[config.mk]
export PLATFORM = sky130hd
export DESIGN_NAME = semc_event_mask_clear
export DESIGN_NICKNAME = d
export VERILOG_FILES = /design/src/semc_pkg.sv /design/src/semc_event_mask_clear.sv
export VERILOG_INCLUDE_DIRS = /design/src /design/src/src
export SDC_FILE = /design/constraint.sdc
export NUM_CORES = 1
export LEC_CHECK = 0
export ABC_AREA = 1
export BUFFER_PORTS_ARGS = -buffer_cell sky130_fd_sc_hd__clkbuf_2
export CELL_PAD_IN_SITES_DETAIL_PLACEMENT = 0
export CELL_PAD_IN_SITES_GLOBAL_PLACEMENT = 2
export CORE_MARGIN = 2
export CORE_UTILIZATION = 26
export CTS_CLUSTER_SIZE = 12
export DETAILED_ROUTE_END_ITERATION = 10
export PLACE_DENSITY_LB_ADDON = 0.1
export RECOVER_POWER = 100
export REMOVE_ABC_BUFFERS = 1
export SETUP_SLACK_MARGIN = 0.4
export SLEW_MARGIN = 30
export SYNTH_ARGS = -nofsm -noshare
export SYNTH_HDL_FRONTEND = slang
export SYNTH_SLANG_ARGS = --single-unit
[constraint.sdc]
create_clock -name clk -period 1.4 [get_ports clk]
set_input_delay 0.42 -clock clk [delete_from_list [all_inputs] [get_ports clk]]
set_output_delay 0.42 -clock clk [all_outputs]
set_load 0.01 [all_outputs]
[src/semc_defs.svh]
`ifndef SEMC_DEFS_SVH
`define SEMC_DEFS_SVH

// register offsets (byte addresses)
`define SEMC_RAW_OFS      8'h38
`define SEMC_MASK_OFS     8'h3c
`define SEMC_CLEAR_OFS    8'h40
`define SEMC_SET_OFS      8'h44
`define SEMC_IRQ_STAT_OFS 8'h48
`define SEMC_IRQ_MASK_OFS 8'h4c

// reset values
`define SEMC_MASK_RST     32'h0000_0000
`define SEMC_CLEAR_RST    32'h0000_0000
`define SEMC_RAW_RST      32'h0000_0000

// implemented bit positions
`define SEMC_RAW_BITS     32'hff7f_008f
`define SEMC_MASK_BITS    32'hff6f_0089

// field positions
`define SEMC_BIT_WDT_PREWARN   0
`define SEMC_BIT_PERIODIC      1
`define SEMC_BIT_ALARM         2
`define SEMC_BIT_SUPPLY_PREW   3
`define SEMC_BIT_SUPPLY_DROP   7
`define SEMC_BIT_CLOCK_LOSS    16
`define SEMC_BIT_SRAM_PAR      17
`define SEMC_BIT_SERIAL_PAR    18
`define SEMC_BIT_FLASH_ECC2    19
`define SEMC_BIT_FLASH_DONE    20
`define SEMC_BIT_VCLIP         21
`define SEMC_BIT_SBY_CLK       22
`define SEMC_BIT_RTC_FIRST     24
`define SEMC_BIT_RTC_LAST      28
`define SEMC_BIT_TEMP_DONE     29
`define SEMC_BIT_TEMP_HIGH     30
`define SEMC_BIT_TEMP_LOW      31

// interrupt status bits of this block
`define SEMC_IRQ_REQ_RISE 0
`define SEMC_IRQ_SET_HIT  1

`endif

[src/semc_pkg.sv]
package semc_pkg;

  typedef logic [31:0] semc_word_t;
  typedef logic [7:0]  semc_addr_t;

  // register port request
  typedef struct packed {
    semc_addr_t addr;
    semc_word_t wdata;
    logic       wr;
    logic       rd;
  } semc_req_s;

  // whole state of the block
  typedef struct packed {
    semc_word_t raw;
    semc_word_t mask;
    semc_word_t rdata;
    logic [1:0] irq_stat;
    logic [1:0] irq_mask;
    logic       req_q;
  } semc_state_s;

endpackage : semc_pkg

[src/semc_event_mask_clear.sv]
// Implementation choice: strobed register access.
`timescale 1ns/10ps
`include "semc_defs.svh"

module semc_event_mask_clear
  import semc_pkg::*;
(
  input  wire logic            clk,
  input  wire logic            arst_n,
  input  wire semc_pkg::semc_req_s  bus_req,
  output semc_pkg::semc_word_t bus_rdata,
  input  wire semc_pkg::semc_word_t event_pulse,
  output semc_pkg::semc_word_t event_raw_status,
  output logic                 service_req,
  output logic                 irq
);

  import semc_pkg::*;

  semc_state_s st;
  semc_state_s next_st;

  logic wr_mask;
  logic wr_clear;
  logic wr_set;
  logic wr_istat;
  logic wr_imask;
  logic rd_istat;
  logic masked_any;
  logic set_hit;

  ////////////////////////////////////////////////////////////////////////////
  // address decode
  always_comb
  begin
    wr_mask  = 1'b0;
    wr_clear = 1'b0;
    wr_set   = 1'b0;
    wr_istat = 1'b0;
    wr_imask = 1'b0;
    if (bus_req.addr == `SEMC_MASK_OFS)
      wr_mask = bus_req.wr;
    else if (bus_req.addr == `SEMC_CLEAR_OFS)
      wr_clear = bus_req.wr;
    else if (bus_req.addr == `SEMC_SET_OFS)
      wr_set = bus_req.wr;
    else if (bus_req.addr == `SEMC_IRQ_STAT_OFS)
      wr_istat = bus_req.wr;
    else if (bus_req.addr == `SEMC_IRQ_MASK_OFS)
      wr_imask = bus_req.wr;
  end

  assign rd_istat = bus_req.rd && (bus_req.addr == `SEMC_IRQ_STAT_OFS);

  // masked request seen from the current raw status
  assign masked_any = |(st.raw & st.mask);
  assign set_hit    = wr_set && |(bus_req.wdata & `SEMC_RAW_BITS);

  ////////////////////////////////////////////////////////////////////////////
  // next state
  always_comb
  begin
    next_st = st;
    // raw status: clear first, then events and set writes win
    if (wr_clear)
      next_st.raw = st.raw & ~bus_req.wdata;
    next_st.raw = next_st.raw | (event_pulse & `SEMC_RAW_BITS);
    if (wr_set)
      next_st.raw = next_st.raw | (bus_req.wdata & `SEMC_RAW_BITS);
    next_st.raw = next_st.raw & `SEMC_RAW_BITS;

    // mask: reserved positions stay zero
    if (wr_mask)
      next_st.mask = bus_req.wdata & `SEMC_MASK_BITS;

    if (wr_imask)
      next_st.irq_mask = bus_req.wdata[1:0];

    // sticky block events, read clears, new events win
    if (rd_istat)
      next_st.irq_stat = 2'h0;
    if (wr_istat)
      next_st.irq_stat = next_st.irq_stat;
    if (masked_any && !st.req_q)
      next_st.irq_stat[`SEMC_IRQ_REQ_RISE] = 1'b1;
    if (set_hit)
      next_st.irq_stat[`SEMC_IRQ_SET_HIT] = 1'b1;
    next_st.req_q = masked_any;

    // read data, one cycle after the strobe
    next_st.rdata = 32'h0000_0000;
    if (bus_req.rd)
    begin
      if (bus_req.addr == `SEMC_RAW_OFS)
        next_st.rdata = st.raw;
      else if (bus_req.addr == `SEMC_MASK_OFS)
        next_st.rdata = st.mask;
      else if (bus_req.addr == `SEMC_CLEAR_OFS)
        next_st.rdata = 32'h0000_0000;
      else if (bus_req.addr == `SEMC_SET_OFS)
        next_st.rdata = 32'h0000_0000;
      else if (bus_req.addr == `SEMC_IRQ_STAT_OFS)
        next_st.rdata = {30'h0, st.irq_stat};
      else if (bus_req.addr == `SEMC_IRQ_MASK_OFS)
        next_st.rdata = {30'h0, st.irq_mask};
    end
  end

  ////////////////////////////////////////////////////////////////////////////
  // state register
  always_ff @(posedge clk or negedge arst_n)
  begin
    if (!arst_n)
    begin
      st.raw      <= `SEMC_RAW_RST;
      st.mask     <= `SEMC_MASK_RST;
      st.rdata    <= 32'h0000_0000;
      st.irq_stat <= 2'h0;
      st.irq_mask <= 2'h0;
      st.req_q    <= 1'b0;
    end
    else
      st <= next_st;
  end

  ////////////////////////////////////////////////////////////////////////////
  // outputs
  assign bus_rdata        = st.rdata;
  assign event_raw_status = st.raw;
  assign service_req      = masked_any;
  assign irq              = |(st.irq_stat & st.irq_mask);

endmodule : semc_event_mask_clear

==> flow_summary_export.csv, run 1 <==
group,metric,value,unit
final_layout,fin_util,43.7,%
setup_path,cpMostUsedCell,"nand2_1",
cts,cts_root_buf,"clkbuf_16",
sta,whs,273,ps
final_layout,nets,643,
setup_path,r2r_cells,10,
global_routing,grt_pass1_vias,3022,
final_layout,synthToLayoutAreaGrowth,62.4,%
route,wl,11000,um
floorplanning,dieHeight,119,um
setup_path,critical_path_required,980,ps
sta,hold_viol,0,
floorplanning,dieWidth,119,um
pwr,power.density,846,nW/um^2
cts,cts_tree,"built",
logic_synthesis,synth_cell_type_count,28,
logic_synthesis,yosys.area.top_type,"dfrtp_1",
sta,setup_violations,31,
final_layout,multi_input_area,1770,um^2
logic_synthesis,ys_warn_count,0,
status,violations,"setup timing",
cts,cts_buffer_depth,2,
final_layout,n_fill_cell,1339,
setup_path,slowest_stage,"dfrtp_1",
sta,finalMaxSlewViolations,0,
setup_path,startpoint_type,"flip-flop",
sta,setup_slack,-364,ps
logic_synthesis,syn_inst,427,
route,wl_per_cell,14.8,um
setup_path,cp-end-kind,"output pin",
cts,clk_latency,330,ps
placed_design,io_buffers,93,
global_routing,grt_pass1_wl,16000,um
global_routing,grt_antenna_before_repair,0,
global_routing,gr-total-overflow,0,
floorplanning,initial_core_util,26.9,%
sta,rsz0062_at_grt,"yes",
sta,min_period,1760,ps
setup_path,endpoint,"service_req",
logic_synthesis,yosysTopAreaCellShare,45.3,%
placed_design,dp.cells,691,
route,drtIter0Drc,100,
floorplanning,row_count,41,
hold_path,holdCritPathClass,"primary input to flip-flop",
floorplanning,ios,142,
final_layout,antenna_cells,0,
cts,cts_sinks,62,
status,status,"complete, but fails checks",
setup_path,cp-startpoint,"event_raw_status[3]",
global_routing,grt_usage,15.1,%
placed_design,preCtsSetupSlack,-214,ps
sta,fmax,0.567,GHz
route,viasPerCell,4.12,
logic_synthesis,postSynthAreaPerCell,8.01,um^2
cts,numCtsBuffers,9,
final_layout,fin_cells,744,
setup_path,crit_path_max_fanout,2,
cts,hold_buffers,0,
setup_path,worstPathArrival,1340,ps
setup_path,slowest_delay,390,ps
run,maxCapViolations,0,
sta,post-route-period-util,126,%
final_layout,ff_latch_area,1550,um^2
cts,cts.clk_slew.worst_paths,50,ps
pwr,p_leak,2.62,nW
route,vias,3066,
sta,worst_pin_slew,905,ps
setup_path,rr_endpoint,"st[3]",
route,drc,0,
logic_synthesis,synth-seq-cells,62,
setup_path,timing.rr.start,"event_raw_status[3]",
floorplanning,core,12700,um^2
route,ant_nets,0,
cts,htree_num_levels,3,
route,firstDrtPassIters,4,
setup_path,cp_top_family,"simple AND/OR/NAND/NOR gates",
placed_design,post-dp-hpwl,6580,um
setup_path,ff2ff_setup_slack,80,ps
setup_path,crit_type,"flip-flop to output pin",
setup_path,path_depth,7,
final_layout,final_cell_mix,"dfrtp_1 (62), nand2_1 (57), clkbuf_2 (54)",
pwr,ir_drop,0.000508,V
setup_path,path_buf_inv,1,
final_layout,mostFrequentLayoutCell,"dfrtp_1",
logic_synthesis,ys_seq_area_share,45.3,%
sta,maxSlewHeadroom,39.7,%
setup_path,cp_cell_sequence,"nand2_1, nand2_1, nor2_1, nand2_1, nor2_2, nand2_2, clkbuf_2",
final_layout,drive_gt1_share,52.1,%
logic_synthesis,synth_area,3420,um^2
placed_design,place.gp.congestion,0.711,
floorplanning,dieArea,14100,um^2
global_routing,grt_max_degree,63,
sta,fin_skew,4.34,ps
logic_synthesis,synth_area_leaders,"dfrtp_1 (45%), buf_4 (14%), nand2_1 (11%)",
[logic make-up after synthesis]
family / Yosys count / share of synthesized area, %
and+or+nand+nor: 182 / 23.3
buffers and inverters: 125 / 21.9
other: 1 / 0.110
AOI/OAI and AO/OA: 57 / 9.40
DFF: 62 / 45.3
[stage by stage]
step | TNS (ps) | cell area, um^2 | total power, mW
final | -1480 | 5560 | 4.70
after global routing | -6110 | 5560 | 4.90
after CTS | -574 | 5210 | 4.70
after detailed placement | -6130 | 4090 | 2.32
after global placement | -6210 | 4090 | 2.32
after floorplan | -1200 | 2960 | 2.07
[worst reg2reg max path, cell delays in order (launching register included)]
cell	delay (ps)
dfrtp_1	390
nand2_1	90
nand2_1	60
nor2_1	80
nand2_1	60
nor2_2	120
nand2_2	80
buf_4	140
buf_6	100
nand2_1	50
nand2_1	40
[Yosys cell counts, drive strengths merged]
cell	n
buf	71
nand2	102
nor4	1
inv	52
nor2	62
o21ai	54
clkbuf	2
nand4	6
nor3	1
dfrtp	62
a22o	1
o22ai	2
nand3	9
nand3b	1
conb	1
[cell type report]
cell class / instances / share of cell area, %
tap: 172 / 3.87
timing repair buffer: 179 / 26.9
sequential: 62 / 27.9
clock buffer: 13 / 4.68
clock inverter: 3 / 0.765
inverter: 52 / 4.05
multi-input combinational: 263 / 31.8
[registers in the layout, summed over array words and instances, names as in the netlist]
register / cells
st: 22
event_raw_status: 20
bus_rdata: 20
[power by group]
group,total [mW],internal (mW),switching (mW)
clock network,2.26,1.47,0.786
logic,0.579,0.247,0.332
registers,1.86,1.84,0.0269
total,4.70,3.55,1.14
[what timing repair did]
action / 4_1_cts / 5_1_grt
endpoints found under the setup margin: 104 / 104
pin swaps: 44 / 39
buffers inserted: 18 / 10
gates cloned: 4 / 5
gates resized for setup: 185 / 110
[worst min path at each step]
| stage | startpoint | cells past startpoint | endpoint | slack, ps |
|---|---|---|---|---|
| after floorplan | arst_n | 0 | bus_rdata[0] | 120 |
| after global placement | arst_n | 2 | bus_rdata[1] | 470 |
| after detailed placement | arst_n | 2 | bus_rdata[0] | 470 |
| after CTS | arst_n | 2 | bus_rdata[1] | 120 |
| after global routing | event_pulse[24] | 3 | event_raw_status[24] | 280 |
| final | event_pulse[1] | 3 | event_raw_status[1] | 270 |
[layer usage]
metal	up-vias	part of all wire (%)	wire length (um)	GRT usage [%]
met1	1454	45	4910	19.7
met2	78	50	5470	24.2
met4	0	0.73	80	3.35
li1	1529	-	-	-
met5	-	0	0	0
met3	5	4.7	518	4.92
No activity file was read; power rests on OpenSTA's default activity.
==> run 2, diff against run 1 <==
Settings changed: CORE_MARGIN 2 to not set, CORE_UTILIZATION 26 to 27, CTS_BUF_LIST set to sky130_fd_sc_hd__clkbuf_8.
==> run 2 against run 1 <==
  * The flow still finishes with violations (setup timing)
  * Setup slack lost 29 ps
  * Routed wire length shrank 4.5%
  * Sequential share of layout area grew 0.31 points
  * Die area shrank 6.9%
  * Critical path depth is the same
  * Global-route usage grew 0.90 points
  * Critical path type unchanged
==> flow_summary_export.csv, run 2 (synthesis gave the netlist of run 1 again) <==
group,metric,value,unit
setup_path,slowest_stage,"dfrtp_1",
placed_design,dp.cells,687,
sta,setup_violations,47,
setup_path,critical_path_required,980,ps
sta,rsz0062_at_grt,"yes",
global_routing,gr-total-overflow,0,
final_layout,fin_cells,744,
route,drc,0,
setup_path,startpoint_type,"flip-flop",
route,viasPerCell,4.12,
route,wl,10500,um
placed_design,dpl_cell_area,4080,um^2
placed_design,post-dp-hpwl,6590,um
placed_design,preCtsSetupSlack,-204,ps
route,wl_per_cell,14.1,um
pwr,p_int,2.71,mW
pwr,power.density,691,nW/um^2
run,maxCapViolations,0,
floorplanning,initial_core_util,28.1,%
final_layout,final_cell_mix,"dfrtp_1 (62), nand2_1 (58), clkbuf_2 (54)",
global_routing,grt_usage,16.0,%
cts,cts_tree,"built",
route,ant_nets,0,
sta,post-route-period-util,128,%
floorplanning,dieArea,13100,um^2
cts,cts.clk_slew.worst_paths,70,ps
hold_path,holdCritPathClass,"primary input to flip-flop",
route,drtIter0Drc,76,
global_routing,grt_antenna_before_repair,0,
final_layout,drive_gt1_share,53.3,%
floorplanning,dieHeight,115,um
setup_path,slowest_delay,400,ps
sta,worst_pin_slew,908,ps
final_layout,largest_register,"st",
setup_path,crit_type,"flip-flop to output pin",
sta,hold_viol,0,
setup_path,cpMostUsedCell,"nand2_1",
setup_path,crit_path_max_fanout,2,
floorplanning,core,12200,um^2
cts,cts_root_buf,"clkbuf_8",
floorplanning,dieWidth,115,um
sta,fin_skew,9.07,ps
final_layout,largest_reg_flops,22,
cts,cts_sinks,62,
final_layout,nets,648,
final_layout,synthToLayoutAreaGrowth,60.6,%
placed_design,io_buffers,93,
sta,setup_slack,-393,ps
hold_path,hold_depth,3,
cts,clk_latency,350,ps
placed_design,place.gp.congestion,0.735,
pwr,seqPwrFrac,48.9,%
sta,fmax,0.558,GHz
setup_path,r2r_cells,10,
pwr,comb_power_share,15.9,%
sta,finalMaxSlewViolations,0,
status,violations,"setup timing",
pwr,power.share.clock,35.3,%
cts,cts_buffer_depth,2,
global_routing,grt_pass1_vias,2979,
status,status,"complete, but fails checks",
floorplanning,ios,142,
sta,min_period,1790,ps
floorplanning,row_count,40,
pwr,p_leak,2.58,nW
route,firstDrtPassIters,3,
pwr,ir_drop,0.000303,V
pwr,power,3.80,mW
global_routing,grt_max_degree,63,
pwr,power.share.switching,28.8,%
final_layout,final_cell_area,5500,um^2
cts,numCtsBuffers,9,
setup_path,worstPathArrival,1370,ps
pwr,switchingPower,1.09,mW
final_layout,mostFrequentLayoutCell,"dfrtp_1",
route,vias,3062,
global_routing,grt_pass1_wl,15300,um
setup_path,cp-end-kind,"output pin",
setup_path,cp_cell_sequence,"nand2_1, nand2_1, nor2_1, nand2_1, nor2_2, nand2_2, buf_6",
sta,whs,254,ps
final_layout,antenna_cells,0,
sta,maxSlewHeadroom,39.5,%
cts,htree_num_levels,3,
-- run 2: routing by layer --
layer / part of all wire [%] / track usage (%)
met5: 0 / 0
met1: 45 / 20.1
met2: 50 / 26.6
met4: 1.2 / 5.45
met3: 4.1 / 4.02
-- run 2: path summary, 6_finish.rpt --
kind	start	to	slack, ps
max	event_raw_status[16]	service_req	-390
min	event_pulse[24]	event_raw_status[24]	250
max reg2reg	event_raw_status[16]	st[3]	60
min reg2reg	st[0]	st[3]	490
max in group asynchronous	arst_n	st[1]	510
min in group asynchronous	arst_n	bus_rdata[0]	290
-- run 2: per-stage QoR --
step | TNS, ps | util (%)
2_1_floorplan | -1200 | -
3_3_place_gp | -5130 | 33.5
3_5_place_dp | -5340 | 33.5
4_1_cts | -1190 | 40.7
5_1_grt | -7460 | 45.2
6_report | -2560 | 45.2
-- run 2: repair_timing --
item	CTS	global route
setup endpoints to repair	104	104
pin swaps	42	46
resized for setup	177	132
buffers inserted	19	15
cloned	2	6
hold buffers	0	0
-- run 2: power groups by stage --
stage	Sequential, mW	Combinational [mW]	Clock [mW]
floorplan	1.89	0.185	0
global placement	1.89	0.431	0
detailed placement	1.89	0.433	0
CTS	1.86	0.523	1.39
global route	1.86	0.672	1.47
finish	1.86	0.603	1.34
-- run 2: critical path: cells and delay by family, from the launching register on --
family	cells	cell delay (ps)
simple gates	6	490
flops	1	400
buf+inv	1	130
-- run 2: final cells by class --
class | count | area, um^2
fillers | 1248 | 6670
inverters | 52 | 213
multi-input cells | 263 | 1810
clock buffers | 9 | 124
well taps | 168 | 210
clock inverters | 6 | 31.3
repair buffers | 184 | 1560
flip-flops and latches | 62 | 1550
